### src/rtl/edac_status_regs.svh
// Notes on behaviour
// [RULE1] read data phase, pio and check on: odd parity checked at strobe trailing edge
// [RULE2] parity fault latches in bytes 0 and 2 bit 5 until block end; no side effect
// [RULE3] read: per interleave fault flag, 0-7 in byte 1, 8-9 in byte 2 bits 0-1
// [RULE4] interleave flags set in ecc field, cleared at end of next data field
// [RULE5] read: crc flag byte 2 bit 6 set on non-zero residue, cleared likewise
// [RULE6] read-only syndrome queue twenty bytes deep toward the host
// [RULE7] dma setting still allows pio reads; pio setting ignores dma grants
// [RULE8] queue occupancy shown on request pin and byte 0 request bit
// [RULE9] per read block: four crc residue bytes if enabled, syndromes, two status copies
// [RULE10] one residue or syndrome byte every eight clocks pushed into queue
// [RULE11] syndrome count is 16, 8 or 4 per interleave times interleave factor
// [RULE12] write mode: no syndromes, but two status bytes at every block end
// [RULE13] request asserted at every block end regardless of threshold
// [RULE14] queue emptied at end of every data field
// [RULE15] host holds each read strobe longer than two clocks, at most clock/5 rate
// [RULE16] dma is demand burst: request high while any byte remains queued
// [RULE17] dma master never reads while request is low
// [RULE18] host drains bytes at least as fast as they are made
// [RULE19] read overflow latches flag bit 3 in bytes 0 and 2; byte count kept
// [RULE20] status reads never clear flags; only field or block boundaries do
`ifndef EDAC_STATUS_REGS_SVH
`define EDAC_STATUS_REGS_SVH

// processor bus addresses
`define ADDR_GENERAL_STATUS 8'h0b
`define ADDR_ILV_LOW_STATUS 8'h0c
`define ADDR_ILV_HIGH_STATUS 8'h0d
`define ADDR_SYNDROME_QUEUE 8'h0e

// field positions
`define BIT_BUSY 0
`define BIT_REQUEST 1
`define BIT_ECC_ERR 2
`define BIT_OVERFLOW 3
`define BIT_PARITY 5
`define BIT_CRC 6

// reset values
`define FLAGS_RESET 10'h000
`define PIN_SYNC_RESET 22'h1bffff
`define ADDR_RESET 8'h00

// timing and counts
`define BYTE_PERIOD 3'd7
`define CRC_BYTES 8'd4
`define FILL_BYTE 8'hff
`define QUEUE_DEPTH 20

`endif

### src/rtl/edac_status_pkg.sv
package edac_status_pkg;
   // syndrome generation sequence
   typedef enum logic [2:0] {
      GS_IDLE,
      GS_GEN,
      GS_WAIT_END,
      GS_STAT1,
      GS_STAT2
   } gen_state_e;
   // polynomial degree selection
   typedef enum logic [1:0] {
      DEG_4,
      DEG_8,
      DEG_16
   } degree_e;
endpackage

### src/rtl/syndrome_fifo.sv
`timescale 1ns/10ps
`default_nettype none
module syndrome_fifo #(
   parameter int WIDTH = 8,
   parameter int DEPTH = 20
) (
   input wire logic sys_clk,
   input wire logic reset,
   input wire logic flush,
   input wire logic in_valid,
   output logic in_ready,
   input wire logic [WIDTH-1:0] in_data,
   output logic out_valid,
   input wire logic out_ready,
   output logic [WIDTH-1:0] out_data
);
   localparam int AW = $clog2(DEPTH);

   // ************************************************************
   // storage and pointers
   // ************************************************************
   logic [WIDTH-1:0] mem [DEPTH];
   logic [AW-1:0] wr_q;
   logic [AW-1:0] rd_q;
   logic [AW:0] cnt_q;
   logic push;
   logic pop;

   generate
      if (DEPTH < 2) begin : g_bad
         $error("syndrome_fifo depth must be at least 2");
      end
   endgenerate

   function automatic logic [AW-1:0] nxt(input logic [AW-1:0] p);
      return (p == AW'(DEPTH - 1)) ? '0 : p + 1'b1;
   endfunction

   assign in_ready = (cnt_q != (AW+1)'(DEPTH));
   assign out_valid = (cnt_q != '0);
   assign out_data = mem[rd_q];
   assign push = in_valid && in_ready;
   assign pop = out_ready && out_valid;

   // memory write; no reset needed on data
   always_ff @(posedge sys_clk) begin
      if (push) begin
         mem[wr_q] <= in_data;
      end
   end

   // pointers and occupancy; flush discards everything
   always_ff @(posedge sys_clk) begin
      if (reset || flush) begin
         wr_q <= '0;
         rd_q <= '0;
         cnt_q <= '0;
      end else begin
         if (push) begin
            wr_q <= nxt(wr_q);
         end
         if (pop) begin
            rd_q <= nxt(rd_q);
         end
         cnt_q <= cnt_q + (AW+1)'(push) - (AW+1)'(pop);
      end
   end
endmodule // syndrome_fifo
`default_nettype wire

### src/rtl/edac_syndrome_status_report.sv
`timescale 1ns/10ps
`default_nettype none
`include "edac_status_regs.svh"
module edac_syndrome_status_report
   import edac_status_pkg::*;
#(
   parameter int FIFO_DEPTH = `QUEUE_DEPTH
) (
   input wire logic sys_clk,
   input wire logic reset,
   input wire logic read_mode,
   input wire logic crc_option,
   input wire logic dma_mode,
   input wire logic parity_check_disable,
   input wire logic grant_active_high,
   input wire logic [1:0] poly_degree,
   input wire logic [3:0] interleave_factor,
   input wire logic data_field,
   input wire logic data_field_end,
   input wire logic block_end,
   input wire logic [7:0] check_byte,
   input wire logic ale,
   input wire logic cs_n,
   input wire logic rd_strobe_n,
   input wire logic [7:0] ad_in,
   input wire logic syndrome_grant,
   input wire logic controller_bus_strobe_n,
   input wire logic [7:0] controller_bus_bits,
   input wire logic controller_bus_parity,
   output logic [7:0] ad_out,
   output logic ad_oe_n,
   output logic syndrome_request
);

   generate
      if (FIFO_DEPTH < 2 || FIFO_DEPTH > 255) begin : g_bad_depth
         $error("syndrome queue depth out of range");
      end
   endgenerate

   // ************************************************************
   // pin synchronisers
   // ************************************************************
   logic [21:0] pin_meta_q;
   logic [21:0] pin_sync_q;
   logic ale_s, cs_n_s, rd_n_s, grant_s, cbs_n_s, cbp_s;
   logic [7:0] cbb_s;
   logic [7:0] adi_s;

   // every pin passes two flops before any logic sees it
   always_ff @(posedge sys_clk) begin
      if (reset) begin
         // grant resets to its idle level so no false trailing edge follows
         pin_meta_q <= `PIN_SYNC_RESET | {3'b000, !grant_active_high, 18'h00000};
         pin_sync_q <= `PIN_SYNC_RESET | {3'b000, !grant_active_high, 18'h00000};
      end else begin
         pin_meta_q <= {ale, cs_n, rd_strobe_n, syndrome_grant, controller_bus_strobe_n,
                        controller_bus_parity, controller_bus_bits, ad_in};
         pin_sync_q <= pin_meta_q;
      end
   end
   assign {ale_s, cs_n_s, rd_n_s, grant_s, cbs_n_s, cbp_s, cbb_s, adi_s} = pin_sync_q;

   // ************************************************************
   // strobe tracking and address latch
   // ************************************************************
   logic pio_act, grant_act, cbs_act;
   logic pio_act_q, grant_act_q, cbs_act_q;
   logic pio_end, grant_end, cb_end;
   logic [7:0] addr_q;

   assign pio_act = !cs_n_s && !rd_n_s;
   // grants only count in dma mode, pio reads always do
   assign grant_act = dma_mode && (grant_s == grant_active_high); // see [RULE7]
   assign cbs_act = !cbs_n_s;
   assign pio_end = pio_act_q && !pio_act;
   // a grant cut by leaving dma mode must not pop
   assign grant_end = dma_mode && grant_act_q && !grant_act; // see [RULE7]
   assign cb_end = cbs_act_q && !cbs_act;

   // previous strobe levels for trailing-edge detection
   always_ff @(posedge sys_clk) begin
      if (reset) begin
         pio_act_q <= 1'b0;
         grant_act_q <= 1'b0;
         cbs_act_q <= 1'b0;
      end else begin
         pio_act_q <= pio_act;
         grant_act_q <= grant_act;
         cbs_act_q <= cbs_act;
      end
   end

   // address follows the bus while the latch enable is high
   always_ff @(posedge sys_clk) begin
      if (reset) begin
         addr_q <= `ADDR_RESET;
      end else if (ale_s) begin
         addr_q <= adi_s;
      end
   end

   // ************************************************************
   // controller bus parity check
   // ************************************************************
   logic par_check, par_bad, bus_parity_fault_q;

   assign par_check = read_mode && data_field && !dma_mode && !parity_check_disable;
   // nine bits must hold an odd count of ones
   assign par_bad = cb_end && par_check && !(^{cbb_s, cbp_s}); // see [RULE1]

   // latched until block end; set beats a same-cycle clear
   always_ff @(posedge sys_clk) begin
      if (reset) begin
         bus_parity_fault_q <= 1'b0;
      end else if (par_bad) begin
         bus_parity_fault_q <= 1'b1; // see [RULE2]
      end else if (block_end) begin
         bus_parity_fault_q <= 1'b0; // see [RULE2]
      end
   end

   // ************************************************************
   // syndrome generation sequence
   // ************************************************************
   gen_state_e state_q;
   logic [2:0] pace_q;
   logic [7:0] idx_q;
   logic [7:0] total_q;
   logic [3:0] ilv_q;
   logic byte_take, in_crc;

   function automatic logic [7:0] block_bytes(input logic [1:0] deg, input logic [3:0] fac,
                                               input logic crc);
      logic [7:0] per;
      per = (deg == DEG_16) ? 8'd16 : (deg == DEG_8) ? 8'd8 : 8'd4;
      return 8'(per * {4'h0, fac}) + (crc ? `CRC_BYTES : 8'h00); // see [RULE11]
   endfunction

   assign byte_take = (state_q == GS_GEN) && (pace_q == `BYTE_PERIOD); // see [RULE10]
   assign in_crc = crc_option && (idx_q < `CRC_BYTES); // see [RULE9]

   // residue first, then syndromes, then two status copies at block end
   always_ff @(posedge sys_clk) begin
      if (reset) begin
         state_q <= GS_IDLE;
         pace_q <= 3'h0;
         idx_q <= 8'h00;
         total_q <= 8'h00;
         ilv_q <= 4'h0;
      end else begin
         case (state_q)
            GS_IDLE: begin
               if (data_field_end && read_mode) begin
                  state_q <= GS_GEN; // see [RULE9]
                  pace_q <= 3'h0;
                  idx_q <= 8'h00;
                  ilv_q <= 4'h0;
                  total_q <= block_bytes(poly_degree, interleave_factor, crc_option);
               end else if (block_end) begin
                  state_q <= GS_STAT1; // see [RULE12]
               end
            end
            GS_GEN: begin
               pace_q <= pace_q + 3'h1;
               if (byte_take) begin
                  idx_q <= idx_q + 8'h01;
                  if (!in_crc) begin
                     ilv_q <= (ilv_q == interleave_factor - 4'h1) ? 4'h0 : ilv_q + 4'h1;
                  end
                  if (idx_q == total_q - 8'h01) begin
                     state_q <= GS_WAIT_END;
                  end
               end
            end
            GS_WAIT_END: begin
               if (block_end) begin
                  state_q <= GS_STAT1;
               end
            end
            GS_STAT1: begin
               state_q <= GS_STAT2;
            end
            GS_STAT2: begin
               state_q <= GS_IDLE;
            end
            default: begin
               state_q <= GS_IDLE;
            end
         endcase
      end
   end

   // ************************************************************
   // error flags
   // ************************************************************
   logic [9:0] ilv_err_q;
   logic crc_err_q, sfo_q, eerr;
   logic real_push, fill_push, q_in_ready;

   assign eerr = |ilv_err_q;

   // one flag per interleave, cleared at data field end unless set that cycle
   always_ff @(posedge sys_clk) begin
      if (reset) begin
         ilv_err_q <= `FLAGS_RESET;
      end else begin
         for (int k = 0; k < 10; k++) begin
            if (byte_take && !in_crc && read_mode && check_byte != 8'h00
                && ilv_q == 4'(k)) begin
               ilv_err_q[k] <= 1'b1; // see [RULE3]
            end else if (data_field_end) begin
               ilv_err_q[k] <= 1'b0; // see [RULE4]
            end
         end
      end
   end

   // crc residue and overflow flags share the data field clear
   always_ff @(posedge sys_clk) begin
      if (reset) begin
         crc_err_q <= 1'b0;
         sfo_q <= 1'b0;
      end else begin
         if (byte_take && in_crc && check_byte != 8'h00) begin
            crc_err_q <= 1'b1; // see [RULE5]
         end else if (data_field_end) begin
            crc_err_q <= 1'b0; // see [RULE5]
         end
         if (real_push && !q_in_ready && read_mode) begin
            sfo_q <= 1'b1; // see [RULE19]
         end else if (data_field_end) begin
            sfo_q <= 1'b0; // see [RULE19]
         end
      end
   end

   // ************************************************************
   // status bytes
   // ************************************************************
   logic q_out_valid;
   logic [7:0] q_out_data;
   logic [7:0] status0, status1, status2;

   // reads are side-effect free; nothing here clears on access
   assign status0 = {2'b00, bus_parity_fault_q, 1'b0, sfo_q, eerr, q_out_valid, // see [RULE20]
                     state_q != GS_IDLE};
   assign status1 = ilv_err_q[7:0];
   assign status2 = {1'b0, crc_err_q, bus_parity_fault_q, 1'b0, sfo_q, eerr, ilv_err_q[9:8]};

   function automatic logic [7:0] reg_read(input logic [7:0] a, input logic [7:0] s0,
                                            input logic [7:0] s1, input logic [7:0] s2,
                                            input logic [7:0] q);
      case (a)
         `ADDR_GENERAL_STATUS: return s0;
         `ADDR_ILV_LOW_STATUS: return s1;
         `ADDR_ILV_HIGH_STATUS: return s2;
         `ADDR_SYNDROME_QUEUE: return q;
         default: return 8'h00;
      endcase
   endfunction

   // ************************************************************
   // syndrome queue feed
   // ************************************************************
   logic [7:0] owed_q;
   logic [7:0] push_data;
   logic pop;

   // bytes lost to a full queue are owed and replaced by filler later,
   // so the host still sees the right count; the filler is garbage
   assign real_push = byte_take || state_q == GS_STAT1 || state_q == GS_STAT2;
   assign fill_push = !real_push && owed_q != 8'h00;
   assign push_data = byte_take ? check_byte :
                      (state_q == GS_STAT1) ? status1 : // see [RULE9]
                      (state_q == GS_STAT2) ? status2 : `FILL_BYTE;

   always_ff @(posedge sys_clk) begin
      if (reset || data_field_end) begin
         owed_q <= 8'h00;
      end else if (real_push && !q_in_ready) begin
         owed_q <= owed_q + 8'h01; // see [RULE19]
      end else if (fill_push && q_in_ready) begin
         owed_q <= owed_q - 8'h01;
      end
   end

   // a pop on the trailing edge of the read; empty reads are ignored
   assign pop = (pio_end && addr_q == `ADDR_SYNDROME_QUEUE) || grant_end; // see [RULE7]

   syndrome_fifo #(
      .WIDTH(8),
      .DEPTH(FIFO_DEPTH)
   ) u_queue (
      .sys_clk(sys_clk),
      .reset(reset),
      .flush(data_field_end), // see [RULE14]
      .in_valid(real_push || fill_push),
      .in_ready(q_in_ready),
      .in_data(push_data),
      .out_valid(q_out_valid), // see [RULE6]
      .out_ready(pop),
      .out_data(q_out_data)
   );

   // ************************************************************
   // processor bus outputs
   // ************************************************************
   // request follows occupancy, so it is high after every block end too
   always_ff @(posedge sys_clk) begin
      if (reset) begin
         syndrome_request <= 1'b0;
      end else begin
         syndrome_request <= q_out_valid; // see [RULE8] [RULE13] [RULE16]
      end
   end

   // bus driven only while a read or grant is active
   always_ff @(posedge sys_clk) begin
      if (reset) begin
         ad_out <= 8'h00;
         ad_oe_n <= 1'b1;
      end else begin
         ad_oe_n <= !(pio_act || grant_act);
         ad_out <= grant_act ? q_out_data
                             : reg_read(addr_q, status0, status1, status2, q_out_data);
      end
   end
endmodule // edac_syndrome_status_report
`default_nettype wire

### config.mk
export PLATFORM = sky130hd
export DESIGN_NAME = edac_syndrome_status_report
export DESIGN_NICKNAME = d
export VERILOG_FILES = /design/src/rtl/edac_status_pkg.sv /design/src/rtl/syndrome_fifo.sv /design/src/rtl/edac_syndrome_status_report.sv
export VERILOG_INCLUDE_DIRS = /design/src /design/src/rtl
export SDC_FILE = /design/constraint.sdc
export NUM_CORES = 1
export LEC_CHECK = 0
export BUFFER_PORTS_ARGS = -buffer_cell sky130_fd_sc_hd__buf_2
export CAP_MARGIN = 20
export CORE_ASPECT_RATIO = 0.75
export CORE_MARGIN = 1
export CORE_UTILIZATION = 50
export CTS_CLUSTER_SIZE = 25
export DETAILED_ROUTE_END_ITERATION = 10
export PLACE_DENSITY = 0.67
export SYNTH_ARGS = -nofsm -noshare
export SYNTH_HDL_FRONTEND = slang
export SYNTH_HIERARCHICAL = 1
export SYNTH_SLANG_ARGS = --single-unit
### constraint.sdc
create_clock -name sys_clk -period 5.4 [get_ports sys_clk]
set_clock_uncertainty 0.05 [all_clocks]
set_input_delay 0.54 -clock sys_clk [delete_from_list [all_inputs] [get_ports sys_clk]]
set_output_delay 0.54 -clock sys_clk [all_outputs]
set_load 0.03 [all_outputs]
**After elaboration in Yosys (flattened, before gate mapping)**

Memories as Yosys holds them, arrays and structs flattened. A register that Yosys moved wholly into a read port is not among the register bits.
Cells that the tools add are included.

- Register bits after elaboration: 128
- RAM bits: 160
- Input bits: 46
- Output and inout bits: 10
- Word-level logic and storage cells: 209
- Memories: 1

Memories:

| name | words | width | rd ports | clocked after memory_dff | write ports | RTL line | RTL |
|---|---|---|---|---|---|---|---|
| u_queue.mem | 20 | 8 | 1 | 1 | 1 | syndrome_fifo.sv:22 | `logic [WIDTH-1:0] mem [DEPTH];` |

- $add $sub $neg: 12
- Multipliers: 1
- $lt $le $gt $ge: 1
- Equal/unequal tests: 30
- Mux-type cells: 48
- Reductions and logical operators: 83

Operators by type and width:

| operator | count |
|---|---|
| $mux 8 | 8 |
| $mux 19 | 2 |
| $logic_and 1x1->1 | 36 |
| $eq 8x4->1 const B | 4 |
| $pmux 8 s4 | 1 |
| $reduce_bool 2->1 | 15 |
| $mux 5 | 5 |
| $mux 4 | 5 |
| $mux 3 | 6 |
| $mux 1 | 17 |
| $add 8x1->8 const B | 2 |
| $eq 4x3->1 const B | 4 |
| $pmux 8 s2 | 1 |
| $reduce_bool 8->1 | 2 |
| $sub 8x1->8 const B | 2 |
| $logic_not 1->1 | 13 |
| $pmux 3 s4 | 1 |
| $add 5x1->5 const B | 2 |
| $eq 5x5->1 const B | 2 |
| $reduce_or 10->1 | 1 |
| $reduce_xor 9->1 | 1 |
| $add 8x3->8 | 1 |
| $eq 4x2->1 const B | 2 |
| $eq 4x4->1 const B | 2 |
| 29 further kinds | 40 |

**Depth between registers and ports, before layout**

Gate-level depths: netlist (run 1).

- Depth after elaboration: 10
- Mapped depth: 17
- Depth with buffers taken out: 15

**Hierarchy**

Netlist (run 1), hierarchy kept.

Modules (own cells, without submodules):

| module | times used | cells each | area an instance (µm²) |
|---|---|---|---|
| syndrome_fifo | 1 | 466 | 7384.6 |
| edac_syndrome_status_report | 1 | 555 | 5138.7 |

**Least setup slack after synthesis (run 1)**

Ideal clock, no wire load.

- Path kind: reg-to-reg
- From: register pace_q[0]
- To: register u_queue.cnt_q[4]
- Setup time: 0.128 ns
- Arrival: 3.055 ns
- Required time: 5.222 ns
- Slack: 2.167 ns
- Cell stages (with the launch flop): 18
- Buffers on the path: 2
- Period minus slack after synthesis: 3.233 ns
- Cells stage by stage: dfxtp_1 > ha_1 > ha_1 > o21ai_0 > o21bai_1 > clkbuf_1 > or3_1 > and2_1 > buf_2 > inv_2 > ha_1 > inv_1 > ha_1 > fa_1 > a21oi_1 > o21bai_1 > xnor2_1 > nor2_1

- Cells in the longest elaborated chain, start to end: 10

Ends and longest elaborated chain:

| element | RTL line | RTL |
|---|---|---|
| start: declaration | edac_syndrome_status_report.sv:127 | `logic [2:0] pace_q;` |
| start signal: assignment | edac_syndrome_status_report.sv:165 | `pace_q <= pace_q + 3'h1;` |
| $eq 3x3->1 (no line) * | n/a |  |
| $logic_and 1x1->1 * | edac_syndrome_status_report.sv:140 | `` assign byte_take = (state_q == GS_GEN) && (pace_q == `BYTE_PERIOD); `` |
| $logic_or 1x1->1 * (2 in series) | edac_syndrome_status_report.sv:272 | `assign real_push = byte_take \|\| state_q == GS_STAT1 \|\| state_q == GS_STAT2;` |
| $logic_not 1->1 | edac_syndrome_status_report.sv:273 | `assign fill_push = !real_push && owed_q != 8'h00;` |
| $logic_and 1x1->1 | edac_syndrome_status_report.sv:273 |  |
| $logic_or 1x1->1 * | edac_syndrome_status_report.sv:298 | `.in_valid(real_push \|\| fill_push),` |
| $logic_and 1x1->1 * | syndrome_fifo.sv:42 | `assign push = in_valid && in_ready;` |
| $add 6x1->6 * | syndrome_fifo.sv:65 | `cnt_q <= cnt_q + (AW+1)'(push) - (AW+1)'(pop);` |
| $sub 6x1->6 * | syndrome_fifo.sv:65 |  |
| end signal: assignment | syndrome_fifo.sv:65 |  |
| end: declaration | syndrome_fifo.sv:25 | `logic [AW:0] cnt_q;` |

Mark *: on every way between the ends. The rest lies on a longest branch, timed or not.
A chain may end at the register's enable or synchronous reset.

**Worst setup path in the final report (run 1)**

Ends and elaborated chain as after synthesis.

==> results of run 1 <==
[metal layers]
metal  part of all wire, %  wire length [µm]  vias to the layer above  track usage [%]
li1                      -                 -                     3861                -
met1                    49             12800                     3860             32.8
met2                    41             10700                      238             28.6
met3                   8.0              2090                       31             4.46
met4                   1.7               452                        0             5.05
met5                     0                 0                        -                0
[where the power goes]
| group | total (mW) | internal, mW | switching (mW) | leakage [nW] |
|---|---|---|---|---|
| Clock | 1.99 | 1.18 | 0.809 | 0.459 |
| Sequential | 2.54 | 2.48 | 0.0641 | 2.45 |
| Combinational | 0.998 | 0.399 | 0.599 | 1.90 |
[flip-flops by register name, indices dropped and copies added, names as in the netlist, 8 cells and up, named ones only]
name / flops
ad_out: 8
addr_q: 8
idx_q: 8
ilv_err_q: 10
owed_q: 8
pin_meta_q: 22
pin_sync_q: 22
u_queue/mem: 160
[metrics by stage]
| stage | util [%] | setup slack [ns] | power (mW) | hold WS, ns | cell area (µm²) |
|---|---|---|---|---|---|
| 3_5_place_dp | 53.9 | 1.89 | 3.58 | 0.342 | 13100 |
| 2_1_floorplan | - | 2.17 | 3.33 | 0.336 | 12500 |
| 4_1_cts | 57.9 | 1.87 | 5.57 | 0.121 | 14000 |
| 5_1_grt | 57.9 | 1.56 | 5.80 | 0.116 | 14000 |
| 6_report | 57.9 | 1.85 | 5.53 | 0.139 | 14000 |
| 3_3_place_gp | 53.9 | 1.93 | 3.57 | 0.342 | 13100 |
[kinds of logic after synthesis]
logic type      after synthesis  share of synthesized area [%]
simple gates                334                           13.8
flops                       291                           59.3
compound gates              149                           8.11
mux                          83                           8.07
buf+inv                      71                           2.56
fa+ha+maj                    48                           4.98
xor+xnor                     45                           3.15
[final cells by class]
cell class                 count  area share, %
tap                          331           2.95
inverter                      32          0.855
clock buffer                  40           5.74
clock inverter                12           1.03
timing repair buffer          66           2.55
sequential                   291           52.9
multi-input combinational    659           34.0
[how the worst max path moves through the flow]
stage	to	slack (ns)	depth (start not counted)
finish	u_queue/cnt_q[4]	1.85	15
detailed placement	u_queue/cnt_q[4]	1.89	15
global route	u_queue/cnt_q[4]	1.56	15
floorplan	u_queue/cnt_q[4]	2.17	17
CTS	u_queue/cnt_q[4]	1.87	15
global placement	u_queue/cnt_q[4]	1.93	15
[cells in the final DEF, fill, tap and decap left out, types with 5 or more instances in the layout]
| cell type | count |
|---|---|
| a211oi_1 | 10 |
| a21o_1 | 5 |
| a21oi_1 | 37 |
| a22oi_1 | 28 |
| a32o_1 | 5 |
| and2_1 | 18 |
| and3_1 | 7 |
| buf_2 | 55 |
| buf_4 | 11 |
| clkbuf_1 | 7 |
| clkbuf_16 | 29 |
| dfxtp_1 | 129 |
| edfxtp_1 | 160 |
| ha_1 | 45 |
| inv_1 | 30 |
| mux2i_1 | 67 |
| mux4_2 | 14 |
| nand2_1 | 76 |
| nand2b_1 | 9 |
| nand3_1 | 38 |
| nand4_1 | 6 |
| nor2_1 | 70 |
| nor2b_1 | 15 |
| nor3_1 | 12 |
| nor3b_1 | 6 |
| nor4_1 | 7 |
| o211ai_1 | 5 |
| o21ai_0 | 21 |
| o21ai_1 | 6 |
| or2_2 | 42 |
| or3_1 | 6 |
| or4_1 | 6 |
| xnor2_1 | 29 |
| xor2_1 | 16 |
==> run_results.csv, run 1 <==
group,metric,value,unit
final_layout,final_nets,1172,
critical_path,crit_fanout,6,
clock_tree,root_buffer,"clkbuf_16",
yosys,synth_area,0.0125,mm²
final_layout,antenna_cells,0,
yosys,ys.flop_type,"edfxtp_1",
yosys,yosys.area.top_type_share,38.4,%
yosys,synth_edf_count,160,
clock_tree,clkSinkCount,291,
place,gp_congestion,0.861,
clock_tree,path_clk_slew,0.06,ns
timing,setup_tns,0,ns
timing,period_share,65.7,%
grt,antenna_found_initial,0,
floorplan,die_y,139,µm
grt,grt.total_usage,20.7,%
timing,relSlewSlack,34.0,%
worst_hold_path,hold_class,"in -> reg",
route,viasPerCell,5.58,
critical_path,critPathCaptureType,"register",
grt,overflow,0,
route,drt_iter0_drc,608,
clock_tree,clk_latency,0.54,ns
yosys,ys_warn_count,6,
yosys,synth_area_per_cell,12.3,µm²
critical_path,required,5.76,ns
route,drt_pass1_iterations,7,
grt,grt_pass1_vias,7547,
critical_path,reg2reg_setup_slack,1.85,ns
floorplan,die_w,185,µm
clock_tree,cts_hold_buf,0,
place,placed_cells,1379,
final_layout,area_growth,12.2,%
place,dpl.hpwl,17700,µm
yosys,syn-instance-count,1021,
floorplan,die-area,0.0257,mm²
grt,grt_first_pass_wirelength,41500,µm
critical_path,r2r.worst_path.cells,15,
final_layout,ff_latch_area,0.00743,mm²
timing,period_needed,3.55,ns
clock_tree,cts_setup_buffers,0,
critical_path,critPathMostFrequentCell,"ha_1",
pwr,p_leak,4.81,nW
yosys,synthTopCellsByArea,"edfxtp_1 (38%), dfxtp_1 (21%), mux2i_1 (5.4%)",
route,drc,0,
timing,drv_slew,0,
job,cap_violations,0,
floorplan,initial_core_util,51.6,%
critical_path,start_kind,"register",
yosys,netlist.top_cell.by_area,"edfxtp_1",
yosys,synth-seq-cells,291,
critical_path,reg2reg_to,"u_queue/cnt_q[4]",
clock_tree,h-tree-depth,1,
critical_path,worstPathArrival,3.91,ns
timing,rsz0062_at_grt,"no",
yosys,yosysMostFrequentCell,"edfxtp_1",
critical_path,worst-path-buf-inv,2,
route,postRouteWirelength,26100,µm
yosys,ys_async_sr_fraction,0,%
yosys,synth_commonest_cells,"edfxtp_1 (160), dfxtp_1 (131), nand2_1 (76)",
clock_tree,cts_resized,0,
floorplan,fp-row-count,49,
outcome,status,"finished, final reports clean",
critical_path,worstSetupPathType,"reg -> reg",
clock_tree,cts_tree,"yes",
yosys,yosysSeqAreaShare,59.3,%
timing,worstMarginPinSlew,0.990,ns
final_layout,drive_above_1_share,16.3,%
route,ant_nets,0,
yosys,syn_nets,1115,
worst_hold_path,min_from,"controller_bus_bits[3]",
clock_tree,cts_made_buffers,28,
floorplan,ioPinCount,56,
worst_hold_path,whs_endpoint,"pin_meta_q[11]",
critical_path,r2r_start,"pace_q[0]",
final_layout,fin_cells,1431,
critical_path,cp_top_family,"adder cells",
worst_hold_path,hold_depth,2,
final_layout,multi_input_area,0.00478,mm²
route,vias,7990,
critical_path,crit_slowest_cell,"o21bai_1",
grt,grt_max_degree,54,
critical_path,crit_chain,"ha_1 -> ha_1 -> o21ai_0 -> o21bai_1 -> or3_1 -> and2_1 -> inv_2 -> ha_1 -> inv_1 -> ha_1 -> fa_1 -> a21oi_1 -> o21bai_1 -> xnor2_1 -> nor2_1",
place,portBuffers,55,
pwr,power_density,394,mW/mm²
final_layout,nFillCells,2021,
timing,setup_violations,0,
timing,hold_viol_final,0,
critical_path,cp_slowest_stage_delay,0.58,ns
pwr,peakVddDrop,232,µV
floorplan,core_area,0.0243,mm²
yosys,synth_cell_types,73,
route,wl_per_cell,18.2,µm
timing,fmax,0.282,GHz
critical_path,cp-startpoint,"pace_q[0]",
clock_tree,max-clock-path-buffers,3,
(Power assumes the default switching activity.)
==> inputs of run 2 (changes only) <==
Settings changed: ABC_AREA set to 1.
Clock period 5.4 ns to 3.3 ns, I/O delays scaled along.
==> run 2 against run 1 <==
Compared with the run above: critical path depth is 2 higher; first-iteration DRC count rose by 72%; largest power group unchanged; sequential share of layout area down 3.5 points; worst hold slack worse by 0.11 ns; clock-buffer cell count is 1 lower; highest routed layer unchanged.
==> run_results.csv, run 2 <==
group,metric,value,unit
yosys,yosys.area.top_type_share,36.6,%
yosys,syn_nets,1533,
yosys,synthTopCellsByArea,"edfxtp_1 (37%), dfxtp_1 (20%), nand2_1 (11%)",
critical_path,reg2reg_setup_slack,0.32,ns
route,vias,9919,
critical_path,worstSetupPathType,"reg -> reg",
place,placed_cell_area,0.0138,mm²
route,wl_per_cell,15.9,µm
floorplan,fp-row-count,50,
yosys,synth-xor-area-share,1.20,%
final_layout,max_flop_register,"u_queue/mem",
pwr,p_leak,6.24,nW
grt,grt_max_degree,81,
pwr,power_density,650,mW/mm²
yosys,synth-seq-cells,291,
floorplan,die_w,189,µm
floorplan,core_area,0.0253,mm²
clock_tree,clk_latency,0.55,ns
yosys,ys_async_sr_fraction,0,%
critical_path,cp-startpoint,"pace_q[0]",
timing,hold_viol_final,0,
final_layout,final_nets,1625,
timing,period_share,90.4,%
job,cap_violations,0,
timing,worstMarginPinSlew,0.861,ns
yosys,yosysSeqAreaShare,56.6,%
timing,relSlewSlack,42.5,%
yosys,synth_top_family_by_area,"simple AND/OR/NAND/NOR gates",
timing,rsz0062_at_grt,"no",
yosys,synth_cell_types,50,
timing,fmax,0.335,GHz
yosys,synthAdderAreaFrac,4.75,%
outcome,status,"finished, final reports clean",
final_layout,largest_reg_flops,160,
final_layout,mostFrequentLayoutCell,"nand2_1",
final_layout,design_area,0.0150,mm²
yosys,synth-compound-area-share,5.79,%
floorplan,die-area,0.0269,mm²
timing,setup_tns,0,ns
grt,grt.total_usage,22.9,%
final_layout,antenna_cells,0,
place,gp_congestion,0.884,
timing,drv_slew,0,
floorplan,initial_core_util,51.8,%
grt,overflow,0,
yosys,synth_area_per_cell,9.11,µm²
route,drt_iter0_drc,1045,
floorplan,die_y,142,µm
final_layout,top_regs,"u_queue/mem (160), pin_meta_q (22), pin_sync_q (22)",
floorplan,ioPinCount,56,
final_layout,area_growth,14.6,%
timing,period_needed,2.98,ns
critical_path,r2r_start,"pace_q[0]",
final_layout,fin_cells,1890,
grt,grt_pass1_vias,9274,
place,placed_cells,1816,
critical_path,start_kind,"register",
critical_path,crit_fanout,6,
timing,setup_ws,0.317,ns
timing,setup_violations,0,
yosys,syn-instance-count,1439,
yosys,muxShareOfSynthArea,0,%
yosys,synth_edf_count,160,
yosys,ys_warn_count,6,
yosys,synth_commonest_cells,"nand2_1 (377), nand3_1 (163), edfxtp_1 (160)",
place,dpl.hpwl,19500,µm
route,drc,0,
yosys,yosysMostFrequentCell,"nand2_1",
pwr,peakVddDrop,498,µV
place,portBuffers,55,
clock_tree,h-tree-depth,1,
clock_tree,clkSinkCount,291,
critical_path,critPathCaptureType,"register",
critical_path,required,3.69,ns
clock_tree,cts_tree,"yes",
final_layout,mostFrequentLayoutCells,"nand2_1 (377), nand3_1 (163), edfxtp_1 (160)",
yosys,netlist.top_cell.by_area,"edfxtp_1",
yosys,yosys.area_share.simple,25.8,%
clock_tree,root_buffer,"clkbuf_16",
route,ant_nets,0,
clock_tree,cts_made_buffers,29,
clock_tree,path_clk_slew,0.06,ns
clock_tree,max-clock-path-buffers,3,
timing,whs,0.0312,ns
route,postRouteWirelength,30000,µm
grt,grt_first_pass_wirelength,48600,µm
clock_tree,cts_setup_buffers,0,
critical_path,worstPathArrival,3.37,ns
worst_hold_path,hold_class,"in -> reg",
yosys,ys.flop_type,"edfxtp_1",
route,viasPerCell,5.25,
route,drt_pass1_iterations,5,
worst_hold_path,min_from,"grant_active_high",
final_layout,drive_above_1_share,14.2,%
place,place_ws,0.208,ns
yosys,synth_area,0.0131,mm²
final_layout,nFillCells,2193,
grt,antenna_found_initial,0,
[run 2: changes by cell type after synthesis, moves of 12 or more]
cell | before | now
nand2_1 | 76 | 377
nand3_1 | 38 | 163
inv_1 | 30 | 116
mux2i_1 | 67 | 0
nor2_1 | 70 | 119
a22oi_1 | 28 | 0
o21ai_1 | 1 | 26
xnor2_1 | 29 | 6
and2_1 | 18 | 0
o21ai_0 | 26 | 44
nor2b_1 | 15 | 0
mux4_2 | 14 | 0
nand4_1 | 6 | 18
[run 2: layout make-up]
type | instances | area, µm² | area share (%)
inverter | 131 | 495 | 3.30
tap | 338 | 423 | 2.81
multi-input combinational | 967 | 4930 | 32.8
timing repair buffer | 111 | 763 | 5.08
sequential | 291 | 7430 | 49.4
clock inverter | 13 | 173 | 1.15
clock buffer | 39 | 816 | 5.43
[run 2: stage by stage]
| step | power, mW | utilization, % |
|---|---|---|
| 2_1_floorplan | 5.83 | - |
| 3_3_place_gp | 6.35 | 54.5 |
| 3_5_place_dp | 6.40 | 54.5 |
| 4_1_cts | 9.82 | 59.3 |
| 5_1_grt | 10.3 | 59.3 |
| 6_report | 9.77 | 59.3 |
[run 2: worst paths after layout]
check	end	cells after the start
worst max-delay path	u_queue/cnt_q[4]	17
worst min register to register	cbs_act_q	1
worst min-delay path	pin_meta_q[18]	4
worst max register to register	u_queue/cnt_q[4]	17
[run 2: metal layers]
metal | global-route usage, % | share of wire [%] | vias up | routed length [µm]
met5 | 0 | 0 | - | 0
met1 | 34.3 | 47 | 4625 | 14200
li1 | - | - | 4961 | -
met2 | 34.3 | 44 | 280 | 13200
met3 | 3.55 | 6.6 | 53 | 1970
met4 | 6.15 | 2.2 | 0 | 659
[run 2: power by group]
group | internal, mW | switching [mW] | total [mW]
Clock | 2.04 | 1.37 | 3.41
Combinational | 0.684 | 1.39 | 2.08
Sequential | 4.16 | 0.116 | 4.28
Total | 6.89 | 2.88 | 9.77
[run 2: cells by family (layout without fill, tap and decap cells)]
| group | count (synthesis) | after routing |
|---|---|---|
| and+or+nand+nor | 761 | 761 |
| DFF | 291 | 291 |
| buffers and inverters | 181 | 294 |
| AOI/OAI and AO/OA | 140 | 140 |
| adders and majority gates | 48 | 48 |
| xor gates and xnor gates | 18 | 18 |
[run 2: repair_timing]
action | 4_1_cts | 5_1_grt
gates resized for setup | 0 | 2
endpoints found under the hold margin | 22 | 0
hold buffers | 22 | 0
setup endpoints to repair | 0 | 1
[run 2: critical path, stage by stage (launching register included)]
cell	delay, ns
dfxtp_1	0.35
ha_1	0.16
ha_2	0.23
o21ai_1	0.10
nand2_2	0.15
clkinv_2	0.10
nand2_1	0.12
nand2_2	0.13
ha_1	0.30
inv_1	0.04
ha_1	0.22
fa_1	0.42
nand2_1	0.07
inv_1	0.05
o21ai_1	0.13
nand2_1	0.08
o21ai_0	0.15
a21oi_1	0.06
